### src/jsd_pkg.sv
// jsd_pkg: constants, types and helpers shared by the debug-security block.
// assumes every user is clocked by the system clock at 50 MHz.
package jsd_pkg;

   localparam int unsigned  KEY_W    = 128;
   localparam int unsigned  IR_W     = 4;
   localparam int unsigned  ID_W     = 32;
   localparam int unsigned  BSC_LEN  = 8;

   // debug frames, 4KB each
   localparam logic [31:0]  ROM_FRAME_BASE = 32'hFFA0_0000;
   localparam logic [31:0]  CPU_FRAME_BASE = 32'hFFA0_1000;
   localparam logic [31:0]  FRAME_MASK     = 32'hFFFF_F000;
   localparam logic [9:0]   ROM_LAST_IDX   = 10'h004;

   // debug rom table entries; entry 4 terminates the table
   localparam logic [31:0]  ROM_ENTRY0 = 32'h0000_1003;
   localparam logic [31:0]  ROM_ENTRY1 = 32'h0000_2002;
   localparam logic [31:0]  ROM_ENTRY2 = 32'h0000_3002;
   localparam logic [31:0]  ROM_ENTRY3 = 32'h0000_4003;
   localparam logic [31:0]  ROM_ENTRY4 = 32'h0000_0000;

   // instruction codes of the shared instruction register
   localparam logic [3:0]   IR_EXTEST     = 4'h0;
   localparam logic [3:0]   IR_SAMPLE     = 4'h1;
   localparam logic [3:0]   IR_IDCODE     = 4'h2;
   localparam logic [3:0]   IR_STAP_OTHER = 4'h4;
   localparam logic [3:0]   IR_TEST_TAP   = 4'h8;
   localparam logic [3:0]   IR_KEY        = 4'hB;
   localparam logic [3:0]   IR_BYPASS     = 4'hF;
   localparam logic [3:0]   IR_CAPTURE    = 4'h1;
   localparam logic [3:0]   IR_RESET_VAL  = IR_IDCODE;

   // identification code: value is arbitrary, lsb must stay 1
   localparam logic [31:0]  ID_CODE = 32'h0A5A_5001;

   // visible unlock code lives in otp at this address; erased otp reads ones
   localparam logic [31:0]     OTP_CODE_ADDR = 32'hF000_0000;
   localparam logic [KEY_W-1:0] FACTORY_CODE = {KEY_W{1'b1}};
   // internal tie-offs and comparison value; never placed on any chain
   localparam logic [KEY_W-1:0] TIE_OFF =
      128'h5A3C_96E1_0F87_2B4D_C3A5_7E19_D26B_84F0;
   localparam logic [KEY_W-1:0] UNLOCK_MATCH = FACTORY_CODE ^ TIE_OFF;

   typedef enum logic [15:0] {
      TS_RESET  = 16'h0001, TS_IDLE   = 16'h0002, TS_SEL_DR = 16'h0004,
      TS_CAP_DR = 16'h0008, TS_SH_DR  = 16'h0010, TS_EX1_DR = 16'h0020,
      TS_PA_DR  = 16'h0040, TS_EX2_DR = 16'h0080, TS_UP_DR  = 16'h0100,
      TS_SEL_IR = 16'h0200, TS_CAP_IR = 16'h0400, TS_SH_IR  = 16'h0800,
      TS_EX1_IR = 16'h1000, TS_PA_IR  = 16'h2000, TS_EX2_IR = 16'h4000,
      TS_UP_IR  = 16'h8000
   } jsd_tap_state_type;

   typedef struct packed {
      logic        sel;
      logic        wr;
      logic [31:0] addr;
      logic [31:0] wdata;
   } jsd_dbg_req_type;

   function automatic logic jsd_frame_hit(input logic [31:0] addr,
                                          input logic [31:0] base);
      return (addr & FRAME_MASK) == base;
   endfunction : jsd_frame_hit

endpackage : jsd_pkg

### src/jsd_top.sv
// jsd_top: tap router with key unlock, boundary chain and debug frame decode.
// assumes test pins and the external tap return are asynchronous to CLK_SYS
// and that the test clock is much slower than CLK_SYS; OTP_CODE is static.
`timescale 1ns/1ps
`default_nettype none
// Function
// RULE1 - decode rom frame and processor debug frame
// RULE2 - unimplemented frame locations read zero, ignore writes
// RULE3 - rom table: unit pointer, reserved, terminator
// RULE4 - report router identification code over test port
// RULE5 - factory visible code leaves device unsecured
// RULE6 - xor code with key, tie-offs, exact compare
// RULE7 - programmer secures by clearing a code bit
// RULE8 - all-zero visible code keeps device secured forever
// RULE9 - instruction 1011 selects the scanned key register
// RULE10 - probe scans key restoring factory code
// RULE11 - only power-on reset clears scanned key
// RULE12 - secured: only key chain through tap two
// RULE13 - secured: other taps, test, boundary blocked
// RULE14 - boundary chain shifts from data in to out
// RULE15 - router reaches internal chains from test port
// RULE16 - tie-offs and match value never readable
// RULE17 - key uses capture, shift, update; compare updated
module jsd_top
   import jsd_pkg::*;
(
   input  wire logic                CLK_SYS,                // system clock, 50 MHz
   input  wire logic                RESET_N,                // power-on reset, async
   input  wire logic                TCK,                    // test clock pin
   input  wire logic                TMS,                    // test mode select pin
   input  wire logic                TDI,                    // test data in pin
   input  wire logic                TRST_N,                 // test logic reset pin
   output logic                     TDO,                    // test data out
   output logic                     TDO_OE,                 // high while driving TDO
   input  wire logic [KEY_W-1:0]    OTP_CODE,               // stored visible code
   output logic                     UNLOCK_GRANTED,         // device unsecured
   output logic                     STAP_SEL,               // other secondary tap sel
   output logic                     TEST_TAP_SEL,           // test tap select
   input  wire logic                STAP_TDO,               // return of external taps
   input  wire logic [BSC_LEN-1:0]  BS_PIN_IN,              // pin levels to capture
   output logic [BSC_LEN-1:0]       BS_PIN_OUT,             // boundary update values
   output logic                     BS_EXTEST,              // boundary drives pins
   input  wire jsd_dbg_req_type     DBG_REQ,                // debug bus request
   output logic                     DBG_ACK,                // answer pulse
   output logic [31:0]              DBG_RDATA,              // read data
   output logic                     DEBUG_ROM_FRAME_SELECT, // rom frame selected
   output logic                     CPU_DEBUG_FRAME_SELECT, // cpu frame selected
   input  wire logic [31:0]         CPU_RDATA               // cpu debug unit data
);

   // pin synchronisers; stage one feeds only stage two
   logic tck_s1_r, tck_s2_r, tck_s3_r;
   logic tms_s1_r, tms_s2_r;
   logic tdi_s1_r, tdi_s2_r;
   logic trst_s1_r, trst_s2_r;
   logic stdo_s1_r, stdo_s2_r;

   always_ff @(posedge CLK_SYS or negedge RESET_N) begin
      if (!RESET_N) begin
         {tck_s1_r, tck_s2_r, tck_s3_r} <= 3'h0;
         {tms_s1_r, tms_s2_r}           <= 2'h3;
         {tdi_s1_r, tdi_s2_r}           <= 2'h0;
         {trst_s1_r, trst_s2_r}         <= 2'h0;
         {stdo_s1_r, stdo_s2_r}         <= 2'h0;
      end else begin
         {tck_s1_r, tck_s2_r, tck_s3_r} <= {TCK, tck_s1_r, tck_s2_r};
         {tms_s1_r, tms_s2_r}           <= {TMS, tms_s1_r};
         {tdi_s1_r, tdi_s2_r}           <= {TDI, tdi_s1_r};
         {trst_s1_r, trst_s2_r}         <= {TRST_N, trst_s1_r};
         {stdo_s1_r, stdo_s2_r}         <= {STAP_TDO, stdo_s1_r};
      end
   end

   wire tck_rise = tck_s2_r & ~tck_s3_r;
   wire tck_fall = ~tck_s2_r & tck_s3_r;

   jsd_tap_state_type tap_state;

   jsd_tap_fsm u_fsm (
      .clk      (CLK_SYS),
      .rst_n    (RESET_N),
      .trst_n   (trst_s2_r),
      .tck_rise (tck_rise),
      .tms      (tms_s2_r),
      .state    (tap_state)
   );

   wire in_tlr = (tap_state == TS_RESET);
   wire cap_dr = tck_rise & (tap_state == TS_CAP_DR);
   wire sh_dr  = tck_rise & (tap_state == TS_SH_DR);
   wire up_dr  = tck_rise & (tap_state == TS_UP_DR);
   wire cap_ir = tck_rise & (tap_state == TS_CAP_IR);
   wire sh_ir  = tck_rise & (tap_state == TS_SH_IR);
   wire up_ir  = tck_rise & (tap_state == TS_UP_IR);

   // instruction register
   logic [IR_W-1:0] ir_sh_r, ir_r;

   always_ff @(posedge CLK_SYS or negedge RESET_N) begin
      if (!RESET_N) begin
         ir_sh_r <= IR_CAPTURE;
         ir_r    <= IR_RESET_VAL;
      end else if (in_tlr) begin
         ir_r    <= IR_RESET_VAL;
      end else begin
         if (cap_ir) ir_sh_r <= IR_CAPTURE;
         if (sh_ir)  ir_sh_r <= {tdi_s2_r, ir_sh_r[IR_W-1:1]};
         if (up_ir)  ir_r    <= ir_sh_r;
      end
   end

   // unlock evaluation
   logic unlock_r;
   wire [KEY_W-1:0] key_upd;
   wire [KEY_W-1:0] key_mix   = (OTP_CODE ^ key_upd) ^ TIE_OFF;       // [RULE6] [RULE16]
   wire             otp_blank = (OTP_CODE == {KEY_W{1'b0}});
   // an all-zero code can never match, whatever key is scanned
   wire             key_match = (key_mix == UNLOCK_MATCH) & ~otp_blank; // [RULE6] [RULE8] [RULE5]

   always_ff @(posedge CLK_SYS or negedge RESET_N) begin
      if (!RESET_N) unlock_r <= 1'b0;
      else          unlock_r <= key_match;
   end

   assign UNLOCK_GRANTED = unlock_r;

   // secured: every instruction but the key one acts as bypass
   wire [IR_W-1:0] ir_eff = unlock_r ? ir_r :
                            ((ir_r == IR_KEY) ? IR_KEY : IR_BYPASS); // [RULE12] [RULE13]

   wire sel_key  = (ir_eff == IR_KEY);                               // [RULE9]
   wire sel_id   = (ir_eff == IR_IDCODE);
   wire sel_bsc  = (ir_eff == IR_EXTEST) | (ir_eff == IR_SAMPLE);
   wire sel_stap = (ir_eff == IR_STAP_OTHER);
   wire sel_test = (ir_eff == IR_TEST_TAP);
   wire sel_ext  = sel_stap | sel_test;

   assign STAP_SEL     = sel_stap;                                   // [RULE13] [RULE15]
   assign TEST_TAP_SEL = sel_test;                                   // [RULE13]

   // scanned key register: only power-on reset clears it
   logic [KEY_W-1:0] key_sh_r, key_upd_r;

   always_ff @(posedge CLK_SYS or negedge RESET_N) begin
      if (!RESET_N) begin                                            // [RULE11]
         key_sh_r  <= {KEY_W{1'b0}};
         key_upd_r <= {KEY_W{1'b0}};
      end else if (sel_key) begin
         // capture zeros so the held key never scans back out
         if (cap_dr) key_sh_r  <= {KEY_W{1'b0}};                    // [RULE17]
         if (sh_dr)  key_sh_r  <= {tdi_s2_r, key_sh_r[KEY_W-1:1]};  // [RULE17]
         if (up_dr)  key_upd_r <= key_sh_r;                         // [RULE17]
      end
   end

   assign key_upd = key_upd_r;

   // identification and bypass
   logic [ID_W-1:0] id_sh_r;
   logic            byp_r;

   always_ff @(posedge CLK_SYS or negedge RESET_N) begin
      if (!RESET_N) begin
         id_sh_r <= ID_CODE;
         byp_r   <= 1'b0;
      end else begin
         if (cap_dr & sel_id) id_sh_r <= ID_CODE;                    // [RULE4]
         if (sh_dr & sel_id)  id_sh_r <= {tdi_s2_r, id_sh_r[ID_W-1:1]};
         if (cap_dr)          byp_r   <= 1'b0;
         if (sh_dr)           byp_r   <= tdi_s2_r;
      end
   end

   // boundary chain
   logic [BSC_LEN-1:0] bsc_sh_r, bsc_upd_r;

   always_ff @(posedge CLK_SYS or negedge RESET_N) begin
      if (!RESET_N) begin
         bsc_sh_r  <= {BSC_LEN{1'b0}};
         bsc_upd_r <= {BSC_LEN{1'b0}};
      end else if (sel_bsc) begin                                    // [RULE13]
         if (cap_dr) bsc_sh_r  <= BS_PIN_IN;
         if (sh_dr)  bsc_sh_r  <= {tdi_s2_r, bsc_sh_r[BSC_LEN-1:1]}; // [RULE14]
         if (up_dr)  bsc_upd_r <= bsc_sh_r;
      end
   end

   assign BS_PIN_OUT = bsc_upd_r;
   assign BS_EXTEST  = (ir_eff == IR_EXTEST);

   // serial output, changes on the falling test clock edge
   wire dr_out = sel_key  ? key_sh_r[0] :
                 sel_id   ? id_sh_r[0]  :
                 sel_bsc  ? bsc_sh_r[0] :                            // [RULE14]
                 sel_ext  ? stdo_s2_r   : byp_r;                     // [RULE15]
   wire in_sh_dr = (tap_state == TS_SH_DR);
   wire in_sh_ir = (tap_state == TS_SH_IR);

   logic tdo_r, tdo_oe_r;

   always_ff @(posedge CLK_SYS or negedge RESET_N) begin
      if (!RESET_N) begin
         tdo_r    <= 1'b0;
         tdo_oe_r <= 1'b0;
      end else if (tck_fall) begin
         tdo_r    <= in_sh_ir ? ir_sh_r[0] : dr_out;
         tdo_oe_r <= in_sh_ir | in_sh_dr;
      end
   end

   assign TDO    = tdo_r;
   assign TDO_OE = tdo_oe_r;

   // debug frame decode
   function automatic logic [31:0] rom_word(input logic [9:0] idx);
      case (idx)
         10'h000: rom_word = ROM_ENTRY0;
         10'h001: rom_word = ROM_ENTRY1;
         10'h002: rom_word = ROM_ENTRY2;
         10'h003: rom_word = ROM_ENTRY3;
         ROM_LAST_IDX: rom_word = ROM_ENTRY4;
         default: rom_word = 32'h0000_0000;
      endcase
   endfunction : rom_word

   wire rom_hit = DBG_REQ.sel & jsd_frame_hit(DBG_REQ.addr, ROM_FRAME_BASE); // [RULE1]
   wire cpu_hit = DBG_REQ.sel & jsd_frame_hit(DBG_REQ.addr, CPU_FRAME_BASE); // [RULE1]

   assign DEBUG_ROM_FRAME_SELECT = rom_hit;
   assign CPU_DEBUG_FRAME_SELECT = cpu_hit;

   // rom writes fall through with no effect
   wire [31:0] rd_nxt = DBG_REQ.wr ? 32'h0000_0000 :
                        rom_hit ? rom_word(DBG_REQ.addr[11:2]) :     // [RULE3] [RULE2]
                        cpu_hit ? CPU_RDATA : 32'h0000_0000;         // [RULE2]

   logic        ack_r;
   logic [31:0] rdata_r;

   always_ff @(posedge CLK_SYS or negedge RESET_N) begin
      if (!RESET_N) begin
         ack_r   <= 1'b0;
         rdata_r <= 32'h0000_0000;
      end else begin
         ack_r <= DBG_REQ.sel;
         if (DBG_REQ.sel) rdata_r <= rd_nxt;
      end
   end

   assign DBG_ACK   = ack_r;
   assign DBG_RDATA = rdata_r;

endmodule : jsd_top
`default_nettype wire

### src/jsd_tap_fsm.sv
// jsd_tap_fsm: sixteen-state test access port controller.
// assumes tck_rise marks a sampled rising test clock edge and tms is aligned to it.
`timescale 1ns/1ps
`default_nettype none
module jsd_tap_fsm
   import jsd_pkg::*;
(
   input  wire logic              clk,       // system clock
   input  wire logic              rst_n,     // power-on reset, async
   input  wire logic              trst_n,    // synchronised test reset
   input  wire logic              tck_rise,  // one-cycle test clock rise
   input  wire logic              tms,       // synchronised mode select
   output jsd_tap_state_type      state      // current controller state
);

   jsd_tap_state_type state_r;
   jsd_tap_state_type state_nxt;

   assign state = state_r;

   always_comb begin
      state_nxt = state_r;
      case (state_r)
         TS_RESET:  state_nxt = tms ? TS_RESET  : TS_IDLE;
         TS_IDLE:   state_nxt = tms ? TS_SEL_DR : TS_IDLE;
         TS_SEL_DR: state_nxt = tms ? TS_SEL_IR : TS_CAP_DR;
         TS_CAP_DR: state_nxt = tms ? TS_EX1_DR : TS_SH_DR;
         TS_SH_DR:  state_nxt = tms ? TS_EX1_DR : TS_SH_DR;
         TS_EX1_DR: state_nxt = tms ? TS_UP_DR  : TS_PA_DR;
         TS_PA_DR:  state_nxt = tms ? TS_EX2_DR : TS_PA_DR;
         TS_EX2_DR: state_nxt = tms ? TS_UP_DR  : TS_SH_DR;
         TS_UP_DR:  state_nxt = tms ? TS_SEL_DR : TS_IDLE;
         TS_SEL_IR: state_nxt = tms ? TS_RESET  : TS_CAP_IR;
         TS_CAP_IR: state_nxt = tms ? TS_EX1_IR : TS_SH_IR;
         TS_SH_IR:  state_nxt = tms ? TS_EX1_IR : TS_SH_IR;
         TS_EX1_IR: state_nxt = tms ? TS_UP_IR  : TS_PA_IR;
         TS_PA_IR:  state_nxt = tms ? TS_EX2_IR : TS_PA_IR;
         TS_EX2_IR: state_nxt = tms ? TS_UP_IR  : TS_SH_IR;
         TS_UP_IR:  state_nxt = tms ? TS_SEL_DR : TS_IDLE;
         default:   state_nxt = TS_RESET;
      endcase
   end

   always_ff @(posedge clk or negedge rst_n) begin
      if (!rst_n) begin
         state_r <= TS_RESET;
      end else if (!trst_n) begin
         state_r <= TS_RESET;
      end else if (tck_rise) begin
         state_r <= state_nxt;
      end
   end

endmodule : jsd_tap_fsm
`default_nettype wire

### config.mk
export PLATFORM = sky130hd
export DESIGN_NAME = jsd_top
export DESIGN_NICKNAME = d
export VERILOG_FILES = /design/src/jsd_pkg.sv /design/src/jsd_top.sv /design/src/jsd_tap_fsm.sv
export SDC_FILE = /design/constraint.sdc
export NUM_CORES = 1
export LEC_CHECK = 0
export BUFFER_PORTS_ARGS = -buffer_cell sky130_fd_sc_hd__buf_2
export CAP_MARGIN = 20
export CORE_ASPECT_RATIO = 0.8
export CORE_UTILIZATION = 45
export CTS_BUF_LIST = sky130_fd_sc_hd__clkbuf_16
export DETAILED_ROUTE_END_ITERATION = 16
export PLACE_DENSITY = 0.66
export SYNTH_ARGS = -nofsm -noshare
export SYNTH_HDL_FRONTEND = slang
export SYNTH_SLANG_ARGS = --single-unit
### constraint.sdc
create_clock -name CLK_SYS -period 5.2 [get_ports CLK_SYS]
set_clock_uncertainty 0.15 [all_clocks]
set_input_delay 0.78 -clock CLK_SYS [delete_from_list [all_inputs] [get_ports CLK_SYS]]
set_output_delay 0.78 -clock CLK_SYS [all_outputs]
set_load 0.05 [all_outputs]
==> impl_metrics.yaml, run 1 <==
run_status:
  outcome: "finished, final reports clean"
setup_path:
  timing.critical_path.from_type: "primary input"
  reg2reg_depth: 6
  worst_ep_required_time_ns: 4.27
  criticalPathCategory: "primary input to output pin"
  critPathMaxFanout: 3
  worstPathArrival_ns: 2.43
  cp-end-kind: "output pin"
yosys:
  syn-num-nets: 1847
  ys_warn_count: 0
  synth_flop_cell: "dfrtp_1"
  netlist_instances: 1606
  count_of_flip_flops_with_a_built_in_enable_after_synthesis: 0
  total_standard_cell_area_after_synthesis_um2: 16800
  avgSynthCellArea_um2: 10.46
  post_synthesis_register_bit_count: 376
  ys_seq_area_share_pct: 56.11
  async_flop_share_pct: 100.0
  post_synth_num_cell_types: 59
clock_tree:
  clock_latency_ns: 0.54
  clkSinkCount: 376
  ctsLongestPathBuffers: 3
  tritoncts_clock_tree: "built"
  cts_inserted_buffers: 40
  clk_pin_slew_worst_paths_ns: 0.06
  cts.root.buffer_cell: "clkbuf_16"
  cts_post_setup_buffers_inserted: 0
  cts-hold-fix-buffers: 0
  htree_num_levels: 2
  postCtsResizedCells: 0
global_route:
  gr-total-overflow: 0
  grt_pass1_wl_mm: 70.04
  maximum_number_of_pins_on_one_net_before_global_route_repair: 128
  grt_use_total_pct: 23.78
  via_count_of_the_first_global_routing_pass: 12440
  antenna_found_initial: 8
detailed_routing:
  met2RoutedLength_mm: 20.30
  routed_length_on_met1_mm: 19.99
  number_of_drc_violations_after_detailed_routing_iteration_0: 1065
  drt-pass1-iter-count: 5
  vias: 12700
  drt_drc: 0
  routed_wl_mm: 44.95
  drt-vias-per-instance: 5.422
  route.top_layer_used: "met5"
  route.met3.wl_mm: 3.178
  routed_wire_length_per_instance_um: 19.19
  antenna_violating_nets_post_route: 0
timing:
  worst_pin_slew_ns: 0.9593
  setup_viol_count_final: 0
  period_utilisation_layout_pct: 64.71
  rsz0062_at_grt: "no"
  finalSetupTns_ns: 0
  timing.slew.headroom_pct: 35.69
  final-hold-violation-count: 0
  achievable-frequency_mhz: 297.2
  fin_crit_ns: 3.365
  final_slew_violations: 0
floorplanning:
  initial_core_util_pct: 46.28
  die_extent_in_x_um: 218.0
  rows: 62
  ios: 290
  core_um2: 36300
  dieArea_um2: 38120
  floorplan.die.height_um: 174.8
finish:
  syn_to_final_growth_pct: 17.55
  drive_gt1_share_pct: 19.22
  nNetsFinal: 2068
  layout.cell_area.non_filler_um2: 19750
  layout.cells.most_common: "dfrtp_1"
  layout.cells.most_common_list: "362 x dfrtp_1, 359 x nand2_1, 254 x buf_2, 137 x nand3_1, 136 x mux2_1"
power:
  max-vdd-ir-drop_mv: 0.1879
  p_sw_mw: 1.374
  total_leakage_power_nw: 10.44
  intPower_mw: 4.586
  clock_power_share_pct: 46.0
  power_switching_share_pct: 23.06
  power.density_cell_area_nw_per_um2: 301.8
  sequential_cell_fraction_of_total_power_pct: 49.3
  relative_contribution_of_combinational_cells_to_total_power_pct: 4.7
place:
  detailedPlacementHpwl_mm: 31.67
  number_of_buffers_inserted_by_port_buffering: 255
  placement.cell_area_um2: 18490
  gpl.final_weighted_congestion: 0.9167
hold_path:
  timing.hold.worst.class: "primary input to async pin"
run:
  max_cap_viol_count: 0
[per-layer routing]
metal  track usage, %  vias up
li1                 -     5927
met1            33.53     6251
met2            35.82      422
met3            5.709       92
met4            8.304        6
met5                0        -
[cell type report]
cell class / count / area (um2)
clock buffer: 40 / 1001
inverter: 42 / 157.7
multi-input combinational: 1098 / 6838
sequential: 376 / 9427
timing repair buffer: 269 / 1466
antenna: 5 / 12.51
tap: 480 / 600.6
clock inverter: 32 / 246.5
fill: 3242 / 16560
[critical path, stage by stage]
cell	delay (ns)
buf_2	0.10
or4_1	0.49
or3_1	0.36
or2_2	0.32
nor2_1	0.10
buf_2	0.28
[stage by stage]
step	hold WS (ns)	worst slack [ns]	total power, mW	util [%]	std cells
2_1_floorplan	0.1812	1.703	3.056	-	1606
3_3_place_gp	0.1849	1.857	3.273	50.93	2265
3_5_place_dp	0.1886	1.838	3.275	50.93	2265
4_1_cts	0.1630	1.833	6.015	54.36	2337
5_1_grt	0.1721	1.728	6.161	54.39	2341
6_report	0.1387	1.835	5.960	54.40	2342
[synthesized netlist by cell type, types with 10 or more instances]
| master | count | area, um2 |
|---|---|---|
| nor2_1 | 33 | 123.9 |
| nand2_1 | 359 | 1348 |
| nor3_1 | 10 | 50.05 |
| nor4_1 | 57 | 356.6 |
| dfrtp_1 | 362 | 9059 |
| o21ai_0 | 29 | 145.1 |
| nor2b_1 | 13 | 81.33 |
| buf_2 | 56 | 280.3 |
| xor2_1 | 133 | 1165 |
| o21ai_1 | 23 | 115.1 |
| mux2i_1 | 10 | 100.1 |
| a21oi_1 | 21 | 105.1 |
| clkbuf_1 | 32 | 120.1 |
| nand3_1 | 137 | 685.7 |
| mux2_1 | 136 | 1531 |
| dfstp_2 | 14 | 367.9 |
| nand4_1 | 52 | 325.3 |
| inv_1 | 42 | 157.7 |
[final timing paths]
| path | endpoint | slack [ns] | start |
|---|---|---|---|
| worst max-delay path | CPU_DEBUG_FRAME_SELECT | 1.84 | DBG_REQ[45] |
| worst min-delay path | key_sh_r[119]$_DFFE_PN0P_ | 0.14 | RESET_N |
| worst max register to register | key_sh_r[64]$_DFFE_PN0P_ | 1.95 | u_fsm.state[13]$_DFFE_PN0P_ |
| worst min register to register | tck_s2_r$_DFF_PN0_ | 0.20 | tck_s1_r$_DFF_PN0_ |
| max in group asynchronous | key_upd[108]$_DFFE_PN0P_ | 3.41 | RESET_N |
| min in group CLK_SYS | trst_s1_r$_DFF_PN0_ | 0.19 | TRST_N |
[power groups by stage]
stage                     sequential (mW)  clock [mW]  combinational [mW]
final                                2.94        2.74               0.281
after global routing                 2.94        2.92               0.306
after CTS                            2.94        2.79               0.283
after detailed placement             2.99           0               0.282
after global placement               2.99           0               0.281
after floorplan                      2.99           0              0.0647
[sequential cells by signal (all words and copies together), names as in the netlist, 4 cells and up]
name         flops
key_upd        128
bsc_sh_r         8
u_fsm.state     16
ir_sh_r          4
BS_PIN_OUT       8
DBG_RDATA       32
key_sh_r       128
ir_r             4
id_sh_r         32
[cell families after synthesis]
group	after synthesis	share of synthesized area, %
buffers and inverters	132	3.388
AO/OA/AOI/OAI	102	3.538
multiplexers	146	9.711
XOR/XNOR	137	7.142
adder cells (fa/ha/maj)	1	0.05958
AND/OR/NAND/NOR	712	20.06
flip-flops	376	56.11
Note: power is estimated with default switching activity, not from simulation.
==> run 2, diff against run 1 <==
clock period = 3.52 ns   (was 5.2 ns; I/O delays follow)
==> impl_metrics.yaml, run 2 (same netlist as run 1, synthesis figures left out) <==
clock_tree:
  cts.root.buffer_cell: "clkbuf_16"
  cts_post_setup_buffers_inserted: 0
  clock_latency_ns: 0.55
  cts-hold-fix-buffers: 6
  postCtsResizedCells: 0
  clkSinkCount: 376
  ctsLongestPathBuffers: 3
  clk_pin_slew_worst_paths_ns: 0.06
  htree_num_levels: 2
  cts_inserted_buffers: 40
  tritoncts_clock_tree: "built"
finish:
  drive_gt1_share_pct: 19.57
  layout.cells.most_common_list: "362 x dfrtp_1, 359 x nand2_1, 254 x buf_2, 137 x nand3_1, 136 x mux2_1"
  syn_to_final_growth_pct: 18.23
  nNetsFinal: 2089
  fill_cells: 3213
  layout.cells.most_common: "dfrtp_1"
detailed_routing:
  drt_drc: 0
  drt-pass1-iter-count: 5
  number_of_drc_violations_after_detailed_routing_iteration_0: 1251
  routed_wl_mm: 45.09
  routed_wire_length_per_instance_um: 19.11
  drt-vias-per-instance: 5.418
  vias: 12780
  antenna_violating_nets_post_route: 0
setup_path:
  critical_path.n_buffers_inverters: 2
  cp_slowest_stage_delay_ns: 0.59
  setup.worst_path.start: "u_fsm.state[11]$_DFFE_PN0P_"
  crit_path_top_delay_cell: "nor4_2"
  cells_along_the_critical_path: "nor4_2 -> nand3_1 -> nor4_2 -> buf_4 -> buf_4 -> nand3_1 -> nand2_1"
  worst_ep_required_time_ns: 3.84
  cp-end-kind: "flip-flop"
  reg2reg_depth: 7
  worstPathArrival_ns: 3.28
  regToRegStartpoint: "u_fsm.state[11]$_DFFE_PN0P_"
  critPathMaxFanout: 29
  cpLargestDelayFamily: "simple AND/OR/NAND/NOR gates"
  cp_num_cells: 7
  criticalPathCategory: "flip-flop to flip-flop"
  timing.critical_path.from_type: "flip-flop"
place:
  gpl.final_weighted_congestion: 0.9064
  number_of_buffers_inserted_by_port_buffering: 255
  detailedPlacementHpwl_mm: 32.14
  preCtsSetupSlack_ns: 0.5927
floorplanning:
  die_extent_in_x_um: 218.0
  rows: 62
  initial_core_util_pct: 46.28
  ios: 290
  floorplan.die.height_um: 174.8
  dieArea_um2: 38120
  core_um2: 36300
global_route:
  grt_pass1_wl_mm: 69.69
  gr-total-overflow: 0
  maximum_number_of_pins_on_one_net_before_global_route_repair: 130
  via_count_of_the_first_global_routing_pass: 12340
  grt_use_total_pct: 23.74
  antenna_found_initial: 8
power:
  total_leakage_power_nw: 10.53
  total_power_mw: 8.619
  power.density_cell_area_nw_per_um2: 433.9
  max-vdd-ir-drop_mv: 0.3078
hold_path:
  timing.hold.worst.class: "primary input to flip-flop"
  hold_depth: 3
  hold_path_startpoint: "CPU_RDATA[7]"
timing:
  worst_pin_slew_ns: 0.7294
  timing.slew.headroom_pct: 51.27
  fin_ws_ns: 0.5505
  achievable-frequency_mhz: 336.8
  final-hold-violation-count: 0
  finalSetupTns_ns: 0
  final_slew_violations: 0
  period_utilisation_layout_pct: 84.36
  rsz0062_at_grt: "no"
  fin_crit_ns: 2.969
  setup_viol_count_final: 0
run_status:
  outcome: "finished, final reports clean"
run:
  max_cap_viol_count: 0
[run 2: cell types whose count changed in the layout (fill, tap and decap cells not counted), sizes merged, moves of 2 or more]
cell / delta
buf: +15
bufinv: -2
clkinv: -2
dlygate4sd3: +6
inv: +2
[run 2: path summary, 6_finish.rpt]
kind	slack, ns	endpoint
setup / recovery	0.55	key_sh_r[65]$_DFFE_PN0P_
setup reg to reg	0.55	key_sh_r[65]$_DFFE_PN0P_
max in group asynchronous	1.87	DBG_RDATA[8]$_DFFE_PN0P_
min in group asynchronous	0.44	key_sh_r[117]$_DFFE_PN0P_
hold reg to reg	0.20	tdi_s2_r$_DFF_PN0_
hold / removal	0.05	DBG_RDATA[7]$_DFFE_PN0P_
[run 2: worst min-delay path, cell delays in order]
cell and delay [ns]:
buf_2 0.07, nand2_1 0.03, o21ai_0 0.05
[run 2: per-layer routing]
layer	vias up	GRT usage, %	share of wire, %
li1	5973	-	-
met1	6260	33.99	44
met2	458	34.99	45
met3	84	5.379	7.5
met4	6	9.237	3.1
met5	-	0	0.075
[run 2: per-stage QoR]
stage	cell area (um2)	hold WS, ns	cells	util (%)
after floorplan	16800	0.08241	1606	-
after global placement	18630	0.1826	2280	51.31
after detailed placement	18630	0.1887	2280	51.31
after CTS	19850	0.02649	2355	54.69
after global routing	19860	0.04009	2359	54.71
final	19860	0.05412	2359	54.71
[run 2: cell type report]
cell class                      instances  area (um2)  share of cell area (%)
Antenna cell                            4       10.01                 0.05039
Clock buffer                           40        1001                   5.039
Clock inverter                         29       166.4                  0.8377
Inverter                               42       157.7                  0.7936
Multi-Input combinational cell       1098        6838                   34.42
Sequential cell                       376        9427                   47.46
Tap cell                              480       600.6                   3.023
Timing Repair Buffer                  290        1664                   8.377
[run 2: power by group]
group	internal, mW	switching [mW]
Clock	2.13	1.71
Sequential	4.33	0.00982
Combinational	0.150	0.279
